File: src/tspc_pkg.sv
// package: offsets, field layouts, reset values for trap status and priority control
package tspc_pkg;

  // ********************************************
  // register byte offsets
  // ********************************************
  localparam logic [7:0] TSPC_OFS_TRAP = 8'h00;
  localparam logic [7:0] TSPC_OFS_PRIO = 8'h04;
  localparam logic [7:0] TSPC_OFS_ISTAT = 8'h08;
  localparam logic [7:0] TSPC_OFS_IMASK = 8'h0C;
  localparam logic [7:0] TSPC_OFS_STATE = 8'h10;

  // ********************************************
  // trap and nesting control fields
  // ********************************************
  localparam int TSPC_B_NEST = 15;
  localparam int TSPC_B_OVA_F = 14;
  localparam int TSPC_B_OVB_F = 13;
  localparam int TSPC_B_COVA_F = 12;
  localparam int TSPC_B_COVB_F = 11;
  localparam int TSPC_B_OVA_TE = 10;
  localparam int TSPC_B_OVB_TE = 9;
  localparam int TSPC_B_COV_TE = 8;
  localparam int TSPC_B_SHIFT = 7;
  localparam int TSPC_B_DIV0 = 6;
  localparam int TSPC_B_DMA = 5;
  localparam int TSPC_B_MATH = 4;
  localparam int TSPC_B_ADDR = 3;
  localparam int TSPC_B_STACK = 2;
  localparam int TSPC_B_OSC = 1;
  localparam logic [15:0] TSPC_TRAP_IMPL = 16'hFFFE;
  localparam logic [15:0] TSPC_TRAP_RESET = 16'h0000;

  // ********************************************
  // priority register layout
  // ********************************************
  localparam int TSPC_NSRC = 4;
  localparam int TSPC_PW = 3;
  localparam int TSPC_FIELD_STRIDE = 4;
  localparam logic [15:0] TSPC_PRIO_IMPL = 16'h7777;
  localparam logic [15:0] TSPC_PRIO_RESET = 16'h4444;
  localparam logic [2:0] TSPC_PRIO_OFF = 3'h0;

  // ********************************************
  // software interrupt status bits
  // ********************************************
  localparam int TSPC_IW = 3;
  localparam int TSPC_I_MATH = 0;
  localparam int TSPC_I_DMA = 1;
  localparam int TSPC_I_SYS = 2;
  localparam logic [2:0] TSPC_IMASK_RESET = 3'h0;

  // source index of a field: 0 capture6, 1 compare5, 2 compare6, 3 compare7
  function automatic logic [2:0] tspc_field(input logic [15:0] r, input logic [1:0] idx);
    tspc_field = r[idx*TSPC_FIELD_STRIDE +: TSPC_PW];
  endfunction

endpackage

File: src/tspc_arb_if.sv
// interface: pending sources and priority fields toward the arbiter, winner back
`timescale 1ns/1ps
interface tspc_arb_if;
  logic [3:0] pend;
  logic [3:0][2:0] level;
  logic win_valid;
  logic [1:0] win_id;
  logic [2:0] win_level;
  modport ctrl (output pend, output level, input win_valid, input win_id, input win_level);
  modport arb (input pend, input level, output win_valid, output win_id, output win_level);
endinterface

File: src/tspc_prio_arb.sv
// priority arbiter: picks the pending enabled source of highest level
`timescale 1ns/1ps
module tspc_prio_arb
  import tspc_pkg::*;
(
  tspc_arb_if.arb a
);

  // ********************************************
  // selection
  // ********************************************
  // scan upward; strictly greater keeps the lower index on a tie
  always_comb begin
    a.win_valid = 1'b0;
    a.win_id = 2'd0;
    a.win_level = TSPC_PRIO_OFF;
    for (int i = 0; i < TSPC_NSRC; i++) begin
      if (a.pend[i] && a.level[i] != TSPC_PRIO_OFF && a.level[i] > a.win_level) begin
        a.win_valid = 1'b1;
        a.win_id = i[1:0];
        a.win_level = a.level[i];
      end
    end
  end

endmodule

File: src/tspc_trap_reg.sv
// trap register storage: software write, hardware set that wins over the write
`timescale 1ns/1ps
module tspc_trap_reg
  import tspc_pkg::*;
(
  input wire logic clk,
  input wire logic rst_n,
  input wire logic wr_en,
  input wire logic [15:0] wr_data,
  input wire logic [15:0] set_vec,
  output logic [15:0] value_q
);

  logic [15:0] value_d;

  // flags set from hardware or by a software write of one; clearing is by software write
  assign value_d = ((wr_en ? wr_data : value_q) | set_vec) & TSPC_TRAP_IMPL;

  // ********************************************
  // storage
  // ********************************************
  always_ff @(posedge clk or negedge rst_n) begin
    if (!rst_n) begin
      value_q <= TSPC_TRAP_RESET;
    end else begin
      value_q <= value_d;
    end
  end

endmodule

File: src/tspc_top.sv
// top: apb registers, trap status flags, priority request presentation
// Function
// - nesting disable set: no request is presented while one is in service
// - accumulator A/B overflow flag set when its overflow causes a trap
// - separate catastrophic overflow flags for A and B set on their trap
// - ordinary overflow traps only while that accumulator's enable bit is set
// - shift error status set on math trap from invalid accumulator shift
// - divide by zero status set on math trap from division by zero
// - dma error status set whenever a dma controller error trap occurs
// - math error status set whenever any math error trap occurs
// - each source has 3-bit priority; all ones is level 7, highest
// - code one is lowest level; code zero disables the source entirely
//
// Added by the designer: the APB slave port and the register offsets.
`timescale 1ns/1ps
module tspc_top
  import tspc_pkg::*;
(
  input wire logic pclk,
  input wire logic presetn,
  input wire logic psel,
  input wire logic penable,
  input wire logic pwrite,
  input wire logic [7:0] paddr,
  input wire logic [31:0] pwdata,
  output logic [31:0] prdata,
  output logic pready,
  output logic pslverr,
  input wire logic acc_a_overflow_evt,
  input wire logic acc_b_overflow_evt,
  input wire logic acc_a_catastrophic_evt,
  input wire logic acc_b_catastrophic_evt,
  input wire logic shift_error_evt,
  input wire logic divide_zero_evt,
  input wire logic dma_error_evt,
  input wire logic address_error_evt,
  input wire logic stack_error_evt,
  input wire logic oscillator_fail_evt,
  input wire logic [3:0] src_evt,
  input wire logic in_service,
  input wire logic [2:0] cpu_level,
  input wire logic src_ack,
  input wire logic [1:0] src_ack_id,
  output logic math_trap,
  output logic dma_trap,
  output logic irq_req,
  output logic [1:0] irq_id,
  output logic [2:0] irq_level,
  output logic irq
);

  // ********************************************
  // declarations
  // ********************************************
  tspc_arb_if arb_bus ();
  logic [15:0] trap_q;
  logic [15:0] prio_q;
  logic [15:0] prio_d;
  logic [2:0] istat_q;
  logic [2:0] istat_d;
  logic [2:0] imask_q;
  logic [2:0] imask_d;
  logic [3:0] pend_q;
  logic [3:0] pend_d;
  logic [31:0] prdata_q;
  logic pready_q;
  logic pslverr_q;
  logic math_trap_q;
  logic dma_trap_q;
  logic irq_req_q;
  logic [1:0] irq_id_q;
  logic [2:0] irq_level_q;
  logic irq_q;
  logic [15:0] set_vec;
  logic [3:0] ack_vec;
  logic [3:0] src_on;
  logic [31:0] rd_mux;

  // ********************************************
  // register behaviour
  // ********************************************
  // zero wait states: pready one cycle after every setup
  // read data is captured at the setup edge, zero otherwise
  // pready, pslverr and prdata each stand for one cycle
  // back to back transfers need no idle cycle
  // unmapped address: pslverr with pready, write dropped
  // unmapped read returns zero
  // state word is read only; a write there is dropped quietly
  // state word packs cpu level, service, pending and request
  // trap word: every implemented bit is writable
  // writing one to a flag sets it, writing zero clears it
  // a hardware set in the write cycle beats the write
  // so firmware clears flags by read, modify and write
  // bit zero of the trap word always reads zero
  // overflow flags need their own trap enable
  // catastrophic flags share one trap enable
  // math summary flag follows every counted math cause
  // address, stack and oscillator flags are plain sticky bits
  // a cause held high sets its flag on every cycle
  // status word: read clears, a cause in the read cycle stays
  // mask word has the status layout and resets clear
  // reset: trap word clear, every priority field at level four
  // reset: status, mask and pending sources clear

  // ********************************************
  // apb decode
  // ********************************************
  wire setup = psel & ~penable;
  wire done = psel & penable & pready_q;
  wire wr_done = done & pwrite;
  wire rd_done = done & ~pwrite;
  wire hit_trap = paddr == TSPC_OFS_TRAP;
  wire hit_prio = paddr == TSPC_OFS_PRIO;
  wire hit_istat = paddr == TSPC_OFS_ISTAT;
  wire hit_imask = paddr == TSPC_OFS_IMASK;
  wire hit_state = paddr == TSPC_OFS_STATE;
  wire mapped = hit_trap | hit_prio | hit_istat | hit_imask | hit_state;
  wire wr_trap = wr_done & hit_trap;
  wire wr_prio = wr_done & hit_prio;
  wire wr_imask = wr_done & hit_imask;
  wire istat_clr = rd_done & hit_istat;
  wire rd_setup = setup & ~pwrite;
  wire bad_setup = setup & ~mapped;

  // ********************************************
  // read words
  // ********************************************
  // status shows its next value, so a cause in the setup cycle is read before the clear
  wire [31:0] rd_trap = {16'h0000, trap_q};
  wire [31:0] rd_prio = {16'h0000, prio_q};
  wire [31:0] rd_istat = {29'h0000_0000, istat_d};
  wire [31:0] rd_imask = {29'h0000_0000, imask_q};
  wire [31:0] rd_state = {18'h0000, irq_level_q, irq_id_q, irq_req_q, pend_q, in_service,
                          cpu_level};

  // read data, reserved and unimplemented bits read as zero
  assign rd_mux = hit_trap ? rd_trap :
                  hit_prio ? rd_prio :
                  hit_istat ? rd_istat :
                  hit_imask ? rd_imask :
                  hit_state ? rd_state :
                  32'h0000_0000;

  // ********************************************
  // trap cause events
  // ********************************************
  wire te_a = trap_q[TSPC_B_OVA_TE];
  wire te_b = trap_q[TSPC_B_OVB_TE];
  wire te_cov = trap_q[TSPC_B_COV_TE];
  wire ova_trap = acc_a_overflow_evt & te_a;
  wire ovb_trap = acc_b_overflow_evt & te_b;
  wire cova_trap = acc_a_catastrophic_evt & te_cov;
  wire covb_trap = acc_b_catastrophic_evt & te_cov;
  wire any_math = ova_trap | ovb_trap | cova_trap | covb_trap | shift_error_evt | divide_zero_evt;
  wire sys_trap = address_error_evt | stack_error_evt | oscillator_fail_evt;

  // set vector into the trap register; control bits are never set here
  always_comb begin
    set_vec = 16'h0000;
    // ordinary overflow flags
    set_vec[TSPC_B_OVA_F] = ova_trap;
    set_vec[TSPC_B_OVB_F] = ovb_trap;
    // catastrophic overflow flags
    set_vec[TSPC_B_COVA_F] = cova_trap;
    set_vec[TSPC_B_COVB_F] = covb_trap;
    // math causes, the dma error and the math summary
    set_vec[TSPC_B_SHIFT] = shift_error_evt;
    set_vec[TSPC_B_DIV0] = divide_zero_evt;
    set_vec[TSPC_B_DMA] = dma_error_evt;
    set_vec[TSPC_B_MATH] = any_math;
    // system causes
    set_vec[TSPC_B_ADDR] = address_error_evt;
    set_vec[TSPC_B_STACK] = stack_error_evt;
    set_vec[TSPC_B_OSC] = oscillator_fail_evt;
  end

  tspc_trap_reg u_trap (
    .clk(pclk),
    .rst_n(presetn),
    .wr_en(wr_trap),
    .wr_data(pwdata[15:0]),
    .set_vec(set_vec),
    .value_q(trap_q)
  );

  // ********************************************
  // priority fields and pending sources
  // ********************************************
  assign prio_d = wr_prio ? (pwdata[15:0] & TSPC_PRIO_IMPL) : prio_q;

  // a source whose field is zero is disabled and never latches
  always_comb begin
    for (int i = 0; i < TSPC_NSRC; i++) begin
      src_on[i] = tspc_field(prio_q, i[1:0]) != TSPC_PRIO_OFF;
      ack_vec[i] = src_ack & (src_ack_id == i[1:0]);
      arb_bus.level[i] = tspc_field(prio_q, i[1:0]);
    end
  end

  // new event wins over an acknowledge in the same cycle
  assign pend_d = (pend_q & ~ack_vec & src_on) | (src_evt & src_on);
  assign arb_bus.pend = pend_q;

  tspc_prio_arb u_arb (
    .a(arb_bus)
  );

  // ********************************************
  // request behaviour
  // ********************************************
  // priority field code zero drops the source
  // clearing a field also drops a pending source
  // the highest field wins; a tie goes to the lower index
  // a request is recomputed every cycle, not held after accept
  // an accept and a new event together keep the source pending
  // nesting disable blocks every request while one is serviced
  // otherwise only a level above the serviced one is shown
  // irq_level reads zero while no request is shown
  // math_trap and dma_trap repeat their causes one cycle later, registered
  // irq follows status and mask one cycle after the cause

  // ********************************************
  // request presentation
  // ********************************************
  wire nest_block = trap_q[TSPC_B_NEST] & in_service;
  wire lvl_above = arb_bus.win_level > cpu_level;
  wire beats_cpu = ~in_service | lvl_above;
  wire present = arb_bus.win_valid & ~nest_block & beats_cpu;

  // ********************************************
  // software interrupt status and mask
  // ********************************************
  wire [2:0] ievt = {sys_trap, dma_error_evt, any_math};
  // read clears, a coincident event survives
  assign istat_d = (istat_clr ? 3'h0 : istat_q) | ievt;
  assign imask_d = wr_imask ? pwdata[2:0] : imask_q;
  // interrupt level from the next status, unmasked bits only
  wire irq_d = |(istat_d & imask_q);

  // ********************************************
  // apb answer registers
  // ********************************************
  always_ff @(posedge pclk or negedge presetn) begin
    if (!presetn) begin
      pready_q <= 1'b0;
      pslverr_q <= 1'b0;
      prdata_q <= 32'h0000_0000;
    end else begin
      pready_q <= setup;
      pslverr_q <= bad_setup;
      prdata_q <= rd_setup ? rd_mux : 32'h0000_0000;
    end
  end

  // ********************************************
  // control state
  // ********************************************
  always_ff @(posedge pclk or negedge presetn) begin
    if (!presetn) begin
      prio_q <= TSPC_PRIO_RESET;
      pend_q <= 4'h0;
      istat_q <= 3'h0;
      imask_q <= TSPC_IMASK_RESET;
    end else begin
      prio_q <= prio_d;
      pend_q <= pend_d;
      istat_q <= istat_d;
      imask_q <= imask_d;
    end
  end

  // ********************************************
  // core facing outputs
  // ********************************************
  always_ff @(posedge pclk or negedge presetn) begin
    if (!presetn) begin
      math_trap_q <= 1'b0;
      dma_trap_q <= 1'b0;
      irq_req_q <= 1'b0;
      irq_id_q <= 2'd0;
      irq_level_q <= TSPC_PRIO_OFF;
      irq_q <= 1'b0;
    end else begin
      math_trap_q <= any_math;
      dma_trap_q <= dma_error_evt;
      irq_req_q <= present;
      irq_id_q <= present ? arb_bus.win_id : 2'd0;
      irq_level_q <= present ? arb_bus.win_level : TSPC_PRIO_OFF;
      irq_q <= irq_d;
    end
  end

  // ********************************************
  // port drive
  // ********************************************
  assign prdata = prdata_q;
  assign pready = pready_q;
  assign pslverr = pslverr_q;
  assign math_trap = math_trap_q;
  assign dma_trap = dma_trap_q;
  assign irq_req = irq_req_q;
  assign irq_id = irq_id_q;
  assign irq_level = irq_level_q;
  assign irq = irq_q;

endmodule

File: config.mk
export PLATFORM = sky130hd
export DESIGN_NAME = tspc_top
export DESIGN_NICKNAME = d
export VERILOG_FILES = /design/src/tspc_pkg.sv /design/src/tspc_arb_if.sv /design/src/tspc_prio_arb.sv /design/src/tspc_trap_reg.sv /design/src/tspc_top.sv
export SDC_FILE = /design/constraint.sdc
export NUM_CORES = 1
export LEC_CHECK = 0
export CORE_MARGIN = 1
export CORE_UTILIZATION = 32
export DETAILED_ROUTE_END_ITERATION = 6
export DONT_BUFFER_PORTS = 1
export PLACE_DENSITY = 0.43
export SKIP_CTS_REPAIR_TIMING = 1
export SLEW_MARGIN = 20
export SYNTH_ARGS = -nofsm -noshare
export SYNTH_HDL_FRONTEND = slang
export SYNTH_SLANG_ARGS = --single-unit
File: constraint.sdc
create_clock -name pclk -period 7.6 [get_ports pclk]
set_input_delay 0.76 -clock pclk [delete_from_list [all_inputs] [get_ports pclk]]
set_output_delay 0.76 -clock pclk [all_outputs]
set_load 0.03 [all_outputs]
After elaboration in Yosys (flattened, before gate mapping)
Cells that the tools add are included.

Bits in registers: 64. Input port bits: 66. Output and inout port bits: 43. Word-level logic and storage cells: 109.

$lt $le $gt $ge: 5. Equal/unequal tests: 7. Multiplexer cells: 21. Bitwise logic cells: 47. Reduce and logical (&&, ||, !) cells: 15.

Operators with widths (number): $mux W16 (3); $mux W14 (3); $and A1 B1 Y1 (22); $mux W3 (6); $eq A8 B4 Y1 const B (2); $or A16 B15 Y16 (1); $mux W15 (1); $and A4 B4 Y4 (3); $gt A3 B3 Y1 (4); $or A1 B1 Y1 (12); $reduce_bool A3 Y1 (4); $eq A8 B3 Y1 const B (1); $eq A8 B5 Y1 const B (1); $logic_and A1 B1 Y1 (8); $logic_not A8 Y1 (1); $mux W2 (3); $mux W1 (5); $not A1 Y1 (5); $eq A2 B2 Y1 const B (2); $not A4 Y4 (1); $or A4 B4 Y4 (1); $and A3 B3 Y3 (1); $gt A3 B1 Y1 const B (1); $or A3 B3 Y3 (1); 3 further kinds (3).

Longest topological paths before layout
Gate-level depths: netlist (run 1).

Depth after elaboration: 17. Mapped depth: 26. Gate-level depth less buffers: 25.

Modules after synthesis
From an unflattened synthesis (run 1), not the netlist that was laid out.

Cell total of the unflattened synthesis: 337. Area total of the unflattened synthesis: 3578.4 um^2.

Modules (own cells, without submodules): tspc_top (times used 1, cells an instance 227, area each 2491.1 um^2, seq. area each 1231.2 um^2); tspc_trap_reg (times used 1, cells an instance 50, area each 641.9 um^2, seq. area each 375.4 um^2); tspc_prio_arb (times used 1, cells an instance 60, area each 445.4 um^2, seq. area each 0.0 um^2).

Worst setup path after synthesis (run 1)
Ideal clock, no wire load.

Path kind: register -> register. Start point: register prio_q[2]. End point: register irq_level_q[0] (netlist: irq_level[0]). Library setup time: 0.120 ns. Arrival time: 5.334 ns. Required time: 7.480 ns. Slack: 2.147 ns. Stages on the path, launching flop included: 26. Buffers on the path: 1. Clock period less this slack: 5.453 ns. Path through: dfstp_2 nand2_1 ha_1 and3_1 a211oi_2 and2_1 a2bb2oi_1 ha_1 nor2b_1 o21a_1 o2111ai_1 buf_2 nor2_1 a21o_1 ha_1 nor2b_1 o21a_1 o2111ai_1 and2_1 a211oi_1 ha_1 nor2b_1 o21a_1 o21ai_0 a32o_1 and3b_1.

Cells in the longest elaborated chain, start to end: 17. Elaborated cells on any way between the ends: 23. Those cells by class: order compare: 5; mux: 9; bitwise: 3; reduce/logical: 6.

RTL lines: start: declaration (line tspc_top.sv:57) `logic [15:0] prio_q;`; start signal: assignment (line tspc_top.sv:265) `prio_q <= prio_d;`; branches (longest 16 deep; another with $gt A3 B1 Y1); $mux W3 * (line tspc_top.sv:288) `irq_level_q <= present ? arb_bus.win_level : TSPC_PRIO_OFF;`; end signal: assignment (line tspc_top.sv:288); end: declaration (line tspc_top.sv:72) `logic [2:0] irq_level_q;`.

Every way passes the cells marked *. A chain may end at the register's enable or synchronous reset.

Worst setup path after layout (run 1)
Start point: register prio_q[2]. End point: register irq_level_q[2] (netlist: irq_level[2]).

The elaborated chain is that of the path after synthesis.

==> results of run 1 <==
[registers in the layout (all words and copies together) (netlist names)]
signal,count
irq,1
math_trap,1
pslverr,1
irq_id,2
pready,1
irq_req,1
prio_q,12
arb_bus.pend,4
dma_trap,1
irq_level,3
istat_q,3
prdata,16
u_trap.value_q,15
imask_q,3
[cells by family (layout without fill, tap and decap cells)]
group                    Yosys count  count (layout)  share of synthesized area, %
flip-flops                        64              64                          48.0
buffers and inverters             42              33                          7.40
adder cells (fa/ha/maj)           12              12                          4.49
AND/OR/NAND/NOR                  102             102                          17.0
other                              1              16                         0.112
multiplexers                      18              18                          5.94
AO/OA/AOI/OAI                     72              72                          17.0
[cell usage after synthesis (all sizes together), types with 7 or more instances]
| library cell | number |
|---|---|
| dfrtp | 60 |
| nor3 | 9 |
| mux2 | 15 |
| o21ai | 9 |
| or3 | 7 |
| a222oi | 8 |
| nor2b | 13 |
| nand2 | 17 |
| ha | 12 |
| buf | 24 |
| inv | 14 |
| o21a | 7 |
| a211o | 8 |
| nor2 | 29 |
[power groups by stage]
stage	registers, W	clock network (W)	logic, W
finish	0.000383	0.000331	0.0000697
global route	0.000385	0.000357	0.0000778
CTS	0.000383	0.000341	0.0000698
detailed placement	0.000390	0	0.0000695
global placement	0.000390	0	0.0000681
floorplan	0.000384	0	0.0000676
[how the worst max path moves through the flow]
stage                          from      endpoint  slack (ns)  cells after the start
after detailed placement  prio_q[2]  irq_level[2]        1.14                     24
final                     prio_q[2]  irq_level[2]        1.08                     24
after global placement    prio_q[2]  irq_level[1]        1.14                     24
after global routing      prio_q[2]  irq_level[2]        0.58                     24
after CTS                 prio_q[2]  irq_level[2]        1.12                     24
after floorplan           prio_q[2]  irq_level[0]        2.15                     25
[worst register-to-register path, stage by stage (launching register included)]
cell and delay, ns:
sky130_fd_sc_hd__dfstp_2 0.56, sky130_fd_sc_hd__nand2_1 0.08, sky130_fd_sc_hd__ha_1 0.31, sky130_fd_sc_hd__and3_1 0.19
sky130_fd_sc_hd__a211oi_2 0.36, sky130_fd_sc_hd__and2_1 0.24, sky130_fd_sc_hd__a2bb2oi_1 0.38, sky130_fd_sc_hd__ha_1 0.32
sky130_fd_sc_hd__nor2b_1 0.13, sky130_fd_sc_hd__o21a_1 0.18, sky130_fd_sc_hd__o2111ai_1 0.67, sky130_fd_sc_hd__nor2_1 0.08
sky130_fd_sc_hd__a21o_1 0.18, sky130_fd_sc_hd__ha_1 0.28, sky130_fd_sc_hd__nor2b_1 0.13, sky130_fd_sc_hd__o21a_1 0.18
sky130_fd_sc_hd__o2111ai_1 0.47, sky130_fd_sc_hd__and2_1 0.30, sky130_fd_sc_hd__a211oi_1 0.12, sky130_fd_sc_hd__ha_1 0.32
sky130_fd_sc_hd__nor2b_1 0.12, sky130_fd_sc_hd__o21a_1 0.12, sky130_fd_sc_hd__o21ai_0 0.09, sky130_fd_sc_hd__a32o_1 0.26
sky130_fd_sc_hd__a2111oi_0 0.31
[final cells by class]
class | count | area, sq um | area share (%)
sequential | 64 | 1610 | 44.4
multi-input combinational | 220 | 1550 | 42.8
tap | 133 | 166 | 4.60
clock buffer | 9 | 124 | 3.42
clock inverter | 7 | 100 | 2.76
inverter | 14 | 52.6 | 1.45
timing repair buffer | 3 | 22.5 | 0.622
[metrics by stage]
stage	worst slack [ns]	utilization (%)	power, W	hold WS (ns)	cell area, sq um
2_1_floorplan	2.15	-	0.000452	0.464	3400
5_1_grt	0.576	36.4	0.000819	0.0822	3620
6_report	1.08	36.4	0.000784	0.114	3620
3_3_place_gp	1.14	34.1	0.000458	0.468	3400
3_5_place_dp	1.14	34.1	0.000460	0.467	3400
4_1_cts	1.12	36.4	0.000794	0.0903	3620
[layer usage]
layer	wire (microns)	up-vias
met5	0	-
met4	59	0
met3	417	5
met2	3880	71
met1	4310	1200
li1	-	1116
==> PnR_summary.wiki, run 1 <==
{| class="wikitable"
! Metric !! Value
|-
| Total routing resource utilization after global routing || 16.4%
|-
| TritonCTS Sinks || 64
|-
| Required time worst endpoint || 7.80 ns
|-
| Post-synthesis sequential area ratio || 48.0%
|-
| Switching share of power || 27.7%
|-
| Fmax || 153 MHz
|-
| Number of vias per cell || 5.32
|-
| Filler cell count in the final layout || 1,008
|-
| Number of buffers added on ports || 0
|-
| Cell count after synthesis || 311
|-
| Via count of the first global-routing pass || 2,345
|-
| Power share of the sequential group || 48.9%
|-
| Worst Reg2Reg Path Length in Cells || 24
|-
| Post-synthesis cell area || 3350 sq um
|-
| Number of H-tree levels || 3
|-
| Clock tree root driver cell || sky130_fd_sc_hd__clkbuf_8
|-
| Total count of hold-check failures in the final report || 0
|-
| Count of TritonRoute iterations in the first routing pass || 5
|-
| Clock Pin Slew Worst Setup and Hold Paths || 0.08 ns
|-
| Relative area change from synthesis to final layout || 8.19%
|-
| Number of buffers inserted during clock tree synthesis || 9
|-
| Ant diodes || 0
|-
| Fraction of final layout cells with drive strength greater than 1 || 15.1%
|-
| Total of warnings raised by yosys || 0
|-
| Startpoint type of the worst setup path || flip-flop
|-
| Largest net degree at the start of global routing || 65
|-
| Area of the core region || 9950 sq um
|-
| Type of the setup path with the least slack || flip-flop to flip-flop
|-
| Number of distinct library cells after synthesis || 52
|-
| Source-to-sink clock delay at the later pin of the worst-skew pair || 0.34 ns
|-
| Kind of end point of the critical path || flip-flop
|-
| Total count of max-transition violations in the final report || 0
|-
| Yosys top cell area share || 44.9%
|-
| Worst flop-to-flop path endpoint || irq_level[2]
|-
| Clock share of power || 42.2%
|-
| Power share of the combinational group || 8.9%
|-
| Post-DP HPWL || 6490 microns
|-
| ANT nets after route || 0
|-
| EDFF count, synth || 0
|-
| Outcome || completed
|-
| Slack of the worst reg-to-reg path || 1.08 ns
|-
| Power density relative to cell area || 217 nW/um^2
|-
| Top post-synthesis cells by area || sky130_fd_sc_hd__dfrtp_1 (45%), sky130_fd_sc_hd__mux2_2 (5.0%), sky130_fd_sc_hd__ha_1 (4.5%)
|-
| Met3 Resource Use GR || 4.14%
|-
| Maximum buffer depth of the clock tree || 2
|-
| FF+latch count, synth || 64
|-
| Period Utilization, post-route || 85.8%
|-
| Number of ports placed on the die boundary || 109
|-
| Routability cong. || 0.794
|-
| Iteration-0 DRC count of the detailed router || 194
|-
| Die Y-Extent || 104 microns
|-
| Nets@finish || 390
|-
| Kind of cell adding the most delay to the critical path || compound AO/OA/AOI/OAI gates
|-
| Final critical-path required period || 6.52 ns
|-
| Die area || 10,900 sq um
|-
| Total grt overflow || 0
|-
| Count of max-cap constraint violations || 0
|-
| Cell type with the highest occurrence count on the critical path || sky130_fd_sc_hd__ha_1
|-
| Leak pwr || 1.57 nW
|-
| Dominant synthesized flop cell || sky130_fd_sc_hd__dfrtp_1
|-
| Die boundary width || 104 microns
|-
| Crit path buf inv count || 0
|-
| Slew at the pin closest to its max-slew limit || 0.984 ns
|-
| Routed wire length || 8670 microns
|-
| First-pass GRT wire length || 13,400 microns
|-
| Starting density of the core || 33.6%
|-
| Most heavily used metal layer in global routing || met2
|-
| Total negative setup slack || 0 ns
|-
| Stage delay of the slowest cell on the critical path || 0.67 ns
|-
| Post-route insts no fill || 450
|-
| Drt drc || 0
|-
| Number of antenna violations at the first check in global routing || 0
|-
| Number of vias after detailed routing || 2,392
|-
| Slowest cell on crit path || sky130_fd_sc_hd__o2111ai_1
|-
| Total net switching power || 0.000217 W
|-
| Data arrival time of the critical path || 6.71 ns
|-
| GRT met1 Usage || 23.6%
|-
| Highest-count cells in the layout ignoring fill and taps || sky130_fd_sc_hd__dfrtp_1 (60), sky130_fd_sc_hd__nor2_1 (29), sky130_fd_sc_hd__nand2_1 (17), sky130_fd_sc_hd__conb_1 (16), sky130_fd_sc_hd__mux2_2 (15)
|-
| Placed instance count || 434
|-
| Final Skew || 0.0132 ns
|-
| Final-report setup violation count || 0
|-
| Wire per inst || 19.3 microns
|-
| Cell Int Power || 0.000567 W
|-
| Largest area contributor in the synthesized netlist || sky130_fd_sc_hd__dfrtp_1
|-
| Met2 demand-to-capacity share in global routing || 23.8%
|-
| VDD IR-drop max || 0.0853 mV
|-
| Reg-to-reg startpoint || prio_q[2]
|-
| Async SR Flop Fraction || 100%
|-
| Unrepaired setup endpoints after global routing || false
|-
| Class of the most critical hold timing path || input pin to asynchronous set/reset pin
|-
| Max transition margin || 34.2%
|-
| Std cell rows || 36
|-
| Avg Cell Area, Syn || 10.8 sq um
|-
| Peak fanout along the critical path || 11
|-
| Most common library cell in the layout ignoring fill and taps || sky130_fd_sc_hd__dfrtp_1
|-
| Sequence of cells on the critical path || nand2_1 -> ha_1 -> and3_1 -> a211oi_2 -> and2_1 -> a2bb2oi_1 -> ha_1 -> nor2b_1 -> o21a_1 -> o2111ai_1 -> nor2_1 -> a21o_1 -> ha_1 -> nor2b_1 -> o21a_1 -> o2111ai_1 -> and2_1 -> a211oi_1 -> ha_1 -> nor2b_1 -> o21a_1 -> o21ai_0 -> a32o_1 -> a2111oi_0
|-
| Clock tree from TritonCTS || built
|}
No activity file was read; power rests on OpenSTA's default activity.
==> run 2: changes to the inputs <==
PLACE_DENSITY = not set   (was 0.43)
REMOVE_ABC_BUFFERS = 1   (was not set)
==> PnR_summary.wiki, run 2 (same netlist as run 1, synthesis figures left out) <==
{| class="wikitable"
! Metric !! Value
|-
| Startpoint type of the worst setup path || flip-flop (unchanged)
|-
| Power density relative to cell area || 214 nW/um^2 (was 217 nW/um^2)
|-
| Number of H-tree levels || 3 (unchanged)
|-
| Final Skew || 0.00673 ns (was 0.0132 ns)
|-
| Final critical-path required period || 6.64 ns (was 6.52 ns)
|-
| Period Utilization, post-route || 87.3% (was 85.8%)
|-
| Total negative setup slack || 0 ns (unchanged)
|-
| Iteration-0 DRC count of the detailed router || 196 (was 194)
|-
| VDD IR-drop max || 0.0999 mV (was 0.0853 mV)
|-
| Slew at the pin closest to its max-slew limit || 1.11 ns (was 0.984 ns)
|-
| Routability cong. || 0.843 (was 0.794)
|-
| Final-report setup violation count || 0 (unchanged)
|-
| Total routing resource utilization after global routing || 16.8% (was 16.4%)
|-
| Peak fanout along the critical path || 11 (unchanged)
|-
| Class of the most critical hold timing path || input pin to asynchronous set/reset pin (unchanged)
|-
| Clock Pin Slew Worst Setup and Hold Paths || 0.06 ns (was 0.08 ns)
|-
| Number of buffers inserted during clock tree synthesis || 9 (unchanged)
|-
| Max transition margin || 25.8% (was 34.2%)
|-
| Required time worst endpoint || 7.77 ns (was 7.80 ns)
|-
| First-pass GRT wire length || 14,000 microns (was 13,400 microns)
|-
| Via count of the first global-routing pass || 2,536 (was 2,345)
|-
| Count of TritonRoute iterations in the first routing pass || 5 (unchanged)
|-
| Total count of hold-check failures in the final report || 0 (unchanged)
|-
| Starting density of the core || 33.6% (unchanged)
|-
| Std cell rows || 36 (unchanged)
|-
| Relative area change from synthesis to final layout || 8.11% (was 8.19%)
|-
| Power share of the combinational group || 9.0% (was 8.9%)
|-
| Die Y-Extent || 104 microns (unchanged)
|-
| Count of max-cap constraint violations || 0 (unchanged)
|-
| ANT nets after route || 0 (unchanged)
|-
| Flip-flop count of the largest register, all copies and words added || 16 (unchanged)
|-
| Leak pwr || 1.57 nW (about the same)
|-
| Type of the setup path with the least slack || flip-flop to flip-flop (unchanged)
|-
| Switching share of power || 26.2% (was 27.7%)
|-
| Fmax || 151 MHz (was 153 MHz)
|-
| Total grt overflow || 0 (unchanged)
|-
| Maximum buffer depth of the clock tree || 2 (unchanged)
|-
| Fraction of final layout cells with drive strength greater than 1 || 14.8% (was 15.1%)
|-
| Clock share of power || 41.7% (was 42.2%)
|-
| Total net switching power || 0.000204 W (was 0.000217 W)
|-
| Filler cell count in the final layout || 984 (was 1,008)
|-
| Clock tree from TritonCTS || built (unchanged)
|-
| Unrepaired setup endpoints after global routing || false (unchanged)
|-
| Die area || 10,900 sq um (unchanged)
|-
| Power share of the sequential group || 49.3% (was 48.9%)
|-
| Number of buffers added on ports || 0 (unchanged)
|-
| Highest-count cells in the layout ignoring fill and taps || sky130_fd_sc_hd__dfrtp_1 (60), sky130_fd_sc_hd__nor2_1 (29), sky130_fd_sc_hd__nand2_1 (17), sky130_fd_sc_hd__conb_1 (16), sky130_fd_sc_hd__mux2_2 (15) (unchanged)
|-
| Routed wire length || 8400 microns (was 8670 microns)
|-
| Post-DP HPWL || 6240 microns (was 6490 microns)
|-
| Total count of max-transition violations in the final report || 0 (unchanged)
|-
| Outcome || completed (unchanged)
|-
| Largest net degree at the start of global routing || 65 (unchanged)
|-
| Cell Int Power || 0.000572 W (was 0.000567 W)
|-
| Sum of internal, switching and leakage power || 0.000776 W (was 0.000784 W)
|-
| Kind of end point of the critical path || flip-flop (unchanged)
|-
| Source-to-sink clock delay at the later pin of the worst-skew pair || 0.34 ns (about the same)
|-
| Number of vias after detailed routing || 2,428 (was 2,392)
|-
| TritonCTS Sinks || 64 (unchanged)
|-
| Number of vias per cell || 5.40 (was 5.32)
|-
| Number of ports placed on the die boundary || 109 (unchanged)
|-
| Data arrival time of the critical path || 6.81 ns (was 6.71 ns)
|-
| Nets@finish || 390 (unchanged)
|-
| Ant diodes || 0 (unchanged)
|-
| Area of the core region || 9950 sq um (unchanged)
|-
| Clock tree root driver cell || sky130_fd_sc_hd__clkbuf_8 (unchanged)
|-
| Most common library cell in the layout ignoring fill and taps || sky130_fd_sc_hd__dfrtp_1 (unchanged)
|-
| Drt drc || 0 (unchanged)
|-
| Number of antenna violations at the first check in global routing || 0 (unchanged)
|-
| Wire per inst || 18.7 microns (was 19.3 microns)
|-
| Die boundary width || 104 microns (unchanged)
|}
[run 2: cell types whose count changed in the layout (fill, tap and decap cells not counted), sizes merged]
cell,delta
clkinv,-1
inv,-3
clkbuf,+2
clkinvlp,+2
[run 2: layer usage]
metal	routed length [microns]	global-route usage [%]
met1	3790	22.6
met2	3760	24.9
met3	735	6.33
met4	123	5.41
met5	0	0
[run 2: worst paths after layout]
path / start / to / slack (ns) / depth (start not counted)
min in group pclk: dma_error_evt / dma_trap / 0.45 / 0
setup / recovery: prio_q[2] / irq_level[1] / 0.96 / 24
hold / removal: presetn / prdata[5] / 0.12 / 0
setup reg to reg: prio_q[2] / irq_level[1] / 0.96 / 24
hold reg to reg: u_trap.value_q[13] / u_trap.value_q[13] / 0.51 / 2
max in group asynchronous: presetn / prio_q[6] / 7.25 / 0
[run 2: final cells by class]
type                    count  area [sq um]  area share [%]
flip-flops and latches     64          1610            44.4
multi-input cells         220          1550            42.8
well taps                 133           166            4.60
clock buffers              11           141            3.91
clock inverters             5          80.1            2.21
inverters                  14          52.6            1.45
repair buffers              3          22.5           0.622
[run 2: power groups by stage]
stage          logic [W]  clock network [W]  registers [W]
2_1_floorplan  0.0000577                  0       0.000384
3_5_place_dp   0.0000699                  0       0.000389
4_1_cts        0.0000703           0.000331       0.000383
6_report       0.0000701           0.000323       0.000382
3_3_place_gp   0.0000703                  0       0.000389
5_1_grt        0.0000806           0.000349       0.000384
[run 2: worst max-delay path, stage by stage (launching register included)]
cell and delay [ns]:
sky130_fd_sc_hd__dfstp_2 0.56, sky130_fd_sc_hd__nand2_1 0.09, sky130_fd_sc_hd__ha_1 0.31, sky130_fd_sc_hd__and3_1 0.18, sky130_fd_sc_hd__a211oi_2 0.38, sky130_fd_sc_hd__and2_1 0.25, sky130_fd_sc_hd__a2bb2oi_1 0.40, sky130_fd_sc_hd__ha_1 0.33
sky130_fd_sc_hd__nor2b_1 0.14, sky130_fd_sc_hd__o21a_1 0.18, sky130_fd_sc_hd__o2111ai_1 0.61, sky130_fd_sc_hd__nor2_1 0.08, sky130_fd_sc_hd__a21o_1 0.19, sky130_fd_sc_hd__ha_1 0.29, sky130_fd_sc_hd__nor2b_1 0.14, sky130_fd_sc_hd__o21a_1 0.18
sky130_fd_sc_hd__o2111ai_1 0.44, sky130_fd_sc_hd__and2_1 0.28, sky130_fd_sc_hd__a211oi_1 0.11, sky130_fd_sc_hd__ha_1 0.32, sky130_fd_sc_hd__nor2b_1 0.13, sky130_fd_sc_hd__o21a_1 0.11, sky130_fd_sc_hd__o21ai_0 0.11, sky130_fd_sc_hd__a32o_1 0.28
sky130_fd_sc_hd__a2111oi_0 0.40
[run 2: metrics by stage]
stage / util (%) / cells / setup WS, ns / instance area [sq um] / hold slack [ns]
after detailed placement: 34.1 / 434 / 1.06 / 3400 / 0.466
after CTS: 36.3 / 450 / 1.02 / 3620 / 0.0984
final: 36.3 / 450 / 0.964 / 3620 / 0.121
after global placement: 34.1 / 434 / 0.956 / 3400 / 0.467
after global routing: 36.3 / 450 / 0.449 / 3620 / 0.0824
after floorplan: - / 298 / 1.98 / 3210 / 0.464
==> run 3: changes to the inputs <==
==> constraint.sdc (replaced) <==
create_clock -name pclk -period 7.6 [get_ports pclk]
set_input_delay 1.14 -clock pclk [delete_from_list [all_inputs] [get_ports pclk]]
set_output_delay 1.14 -clock pclk [all_outputs]
set_load 0.03 [all_outputs]
==> PnR_summary.wiki, run 3 (same netlist as run 1, synthesis figures left out) <==
{| class="wikitable"
! Metric !! Value
|-
| Outcome || completed (unchanged)
|-
| Total count of hold-check failures in the final report || 0 (unchanged)
|-
| Wire per inst || 19.0 microns (was 18.7 microns)
|-
| Total count of max-transition violations in the final report || 0 (unchanged)
|-
| Final-report setup violation count || 0 (unchanged)
|-
| Die Y-Extent || 104 microns (unchanged)
|-
| Drt drc || 0 (unchanged)
|-
| Total grt overflow || 0 (unchanged)
|-
| Number of ports placed on the die boundary || 109 (unchanged)
|-
| Total net switching power || 0.000204 W (about the same)
|-
| Fraction of final layout cells with drive strength greater than 1 || 14.5% (was 14.8%)
|-
| Number of H-tree levels || 3 (unchanged)
|-
| Total routing resource utilization after global routing || 17.0% (was 16.8%)
|-
| DP Worst Slack || 0.996 ns (was 1.06 ns)
|-
| Nets@finish || 390 (unchanged)
|-
| Clock share of power || 36.8% (was 41.7%)
|-
| ANT nets after route || 0 (unchanged)
|-
| Die area || 10,900 sq um (unchanged)
|-
| Unrepaired setup endpoints after global routing || false (unchanged)
|-
| Final critical-path required period || 6.74 ns (was 6.64 ns)
|-
| Post-route setup slack || 0.865 ns (was 0.964 ns)
|-
| Highest-count cells in the layout ignoring fill and taps || sky130_fd_sc_hd__dfrtp_1 (60), sky130_fd_sc_hd__nor2_1 (29), sky130_fd_sc_hd__nand2_1 (17), sky130_fd_sc_hd__conb_1 (16), sky130_fd_sc_hd__mux2_2 (15) (unchanged)
|-
| Most common library cell in the layout ignoring fill and taps || sky130_fd_sc_hd__dfrtp_1 (unchanged)
|-
| TritonCTS Sinks || 64 (unchanged)
|-
| Ant diodes || 0 (unchanged)
|-
| Post-Route Hold Slack || 0.488 ns (was 0.121 ns)
|-
| Starting density of the core || 33.6% (unchanged)
|-
| Clock tree from TritonCTS || built (unchanged)
|-
| Routed wire length || 8550 microns (was 8400 microns)
|-
| Cell Int Power || 0.000514 W (was 0.000572 W)
|-
| Length of routed met3 wiring || 781 microns (was 735 microns)
|-
| Max transition margin || 24.5% (was 25.8%)
|-
| First-pass GRT wire length || 14,100 microns (was 14,000 microns)
|-
| Required time worst endpoint || 7.77 ns (about the same)
|-
| Data arrival time of the critical path || 6.90 ns (was 6.81 ns)
|-
| Std cell rows || 36 (unchanged)
|-
| VDD IR-drop max || 0.0896 mV (was 0.0999 mV)
|-
| Area of the core region || 9950 sq um (unchanged)
|-
| Slew at the pin closest to its max-slew limit || 1.13 ns (was 1.11 ns)
|-
| Number of buffers added on ports || 0 (unchanged)
|-
| Routed met2 length || 3700 microns (was 3760 microns)
|-
| Final Skew || 0.00988 ns (was 0.00673 ns)
|-
| Highest metal layer used by the detailed router || met4 (unchanged)
|-
| Startpoint type of the worst setup path || flip-flop (unchanged)
|-
| Count of TritonRoute iterations in the first routing pass || 7 (was 5)
|-
| Power share of the sequential group || 53.3% (was 49.3%)
|-
| Iteration-0 DRC count of the detailed router || 214 (was 196)
|-
| Class of the most critical hold timing path || input pin to asynchronous set/reset pin (unchanged)
|-
| Kind of end point of the critical path || flip-flop (unchanged)
|-
| Count of max-cap constraint violations || 0 (unchanged)
|-
| Flip-flop count of the largest register, all copies and words added || 16 (unchanged)
|-
| Power share of the combinational group || 10.0% (was 9.0%)
|-
| Leak pwr || 1.55 nW (was 1.57 nW)
|-
| Maximum buffer depth of the clock tree || 2 (unchanged)
|-
| Source-to-sink clock delay at the later pin of the worst-skew pair || 0.34 ns (about the same)
|-
| Number of vias per cell || 5.38 (was 5.40)
|-
| Type of the setup path with the least slack || flip-flop to flip-flop (unchanged)
|-
| Fmax || 148 MHz (was 151 MHz)
|-
| Number of vias after detailed routing || 2,421 (was 2,428)
|-
| Summed area of non-filler cells in the final layout || 3570 sq um (was 3620 sq um)
|-
| Met1 WL || 3940 microns (was 3790 microns)
|-
| Clock tree root driver cell || sky130_fd_sc_hd__clkbuf_8 (unchanged)
|-
| Post-DP HPWL || 6270 microns (was 6240 microns)
|-
| Number of antenna violations at the first check in global routing || 0 (unchanged)
|-
| Number of buffers inserted during clock tree synthesis || 9 (unchanged)
|-
| Via count of the first global-routing pass || 2,487 (was 2,536)
|-
| Post-route insts no fill || 450 (unchanged)
|-
| DP Area || 3400 sq um (unchanged)
|-
| Die boundary width || 104 microns (unchanged)
|-
| Clock Pin Slew Worst Setup and Hold Paths || 0.07 ns (was 0.06 ns)
|-
| Routability cong. || 0.845 (was 0.843)
|-
| Total negative setup slack || 0 ns (unchanged)
|-
| Placed instance count || 434 (unchanged)
|-
| Peak fanout along the critical path || 11 (unchanged)
|-
| Switching share of power || 28.4% (was 26.2%)
|-
| Period Utilization, post-route || 88.6% (was 87.3%)
|-
| Relative area change from synthesis to final layout || 6.77% (was 8.11%)
|-
| Power density relative to cell area || 201 nW/um^2 (was 214 nW/um^2)
|-
| Largest net degree at the start of global routing || 65 (unchanged)
|}
[run 3: cell types whose count changed in the layout (fill, tap and decap cells not counted)]
cell,change
sky130_fd_sc_hd__bufinv_16,-2
sky130_fd_sc_hd__clkbuf_1,+1
sky130_fd_sc_hd__clkbuf_8,+1
sky130_fd_sc_hd__clkinv_2,+1
sky130_fd_sc_hd__clkinvlp_4,-1
[run 3: power by group through the flow]
stage / Combinational [W] / Sequential (W) / Clock, W
after floorplan: 0.0000577 / 0.000384 / 0
after global placement: 0.0000702 / 0.000389 / 0
after detailed placement: 0.0000706 / 0.000389 / 0
after CTS: 0.0000712 / 0.000383 / 0.000271
after global routing: 0.0000813 / 0.000384 / 0.000287
final: 0.0000715 / 0.000383 / 0.000264
[run 3: path summary, 6_finish.rpt]
path                                      end  cells after the start  slack, ns          startpoint
max                              irq_level[1]                     24       0.86           prio_q[2]
min                                 prdata[4]                      0       0.49             presetn
max reg2reg                      irq_level[1]                     24       0.86           prio_q[2]
min reg2reg                u_trap.value_q[13]                      2       0.50  u_trap.value_q[13]
max in group asynchronous           prio_q[6]                      0       6.88             presetn
min in group pclk          u_trap.value_q[13]                      2       0.50  u_trap.value_q[13]
[run 3: layer usage]
| metal | GRT usage, % | vias up |
|---|---|---|
| li1 | - | 1121 |
| met1 | 23.0 | 1183 |
| met2 | 25.0 | 105 |
| met3 | 5.70 | 12 |
| met4 | 6.63 | 0 |
| met5 | 0 | - |
[run 3: critical path: stages, from the launching register on]
cell and delay, ns:
sky130_fd_sc_hd__dfstp_2 0.56, sky130_fd_sc_hd__nand2_1 0.08, sky130_fd_sc_hd__ha_1 0.31, sky130_fd_sc_hd__and3_1 0.18, sky130_fd_sc_hd__a211oi_2 0.37, sky130_fd_sc_hd__and2_1 0.25
sky130_fd_sc_hd__a2bb2oi_1 0.40, sky130_fd_sc_hd__ha_1 0.33, sky130_fd_sc_hd__nor2b_1 0.13, sky130_fd_sc_hd__o21a_1 0.18, sky130_fd_sc_hd__o2111ai_1 0.62, sky130_fd_sc_hd__nor2_1 0.08
sky130_fd_sc_hd__a21o_1 0.18, sky130_fd_sc_hd__ha_1 0.29, sky130_fd_sc_hd__nor2b_1 0.14, sky130_fd_sc_hd__o21a_1 0.18, sky130_fd_sc_hd__o2111ai_1 0.46, sky130_fd_sc_hd__and2_1 0.30
sky130_fd_sc_hd__a211oi_1 0.10, sky130_fd_sc_hd__ha_1 0.32, sky130_fd_sc_hd__nor2b_1 0.13, sky130_fd_sc_hd__o21a_1 0.11, sky130_fd_sc_hd__o21ai_0 0.11, sky130_fd_sc_hd__a32o_1 0.30
sky130_fd_sc_hd__a2111oi_0 0.45
[run 3: cell type report]
class | instances | area (sq um)
Clock buffer | 13 | 159
Clock inverter | 3 | 17.5
Fill cell | 1000 | 6380
Inverter | 14 | 52.6
Multi-Input combinational cell | 220 | 1550
Sequential cell | 64 | 1610
Tap cell | 133 | 166
Timing Repair Buffer | 3 | 22.5
[run 3: through the flow]
stage	total power (W)	utilization (%)
6_report	0.000718	35.9
5_1_grt	0.000752	35.9
4_1_cts	0.000725	35.9
3_5_place_dp	0.000460	34.1
3_3_place_gp	0.000459	34.1
2_1_floorplan	0.000442	-
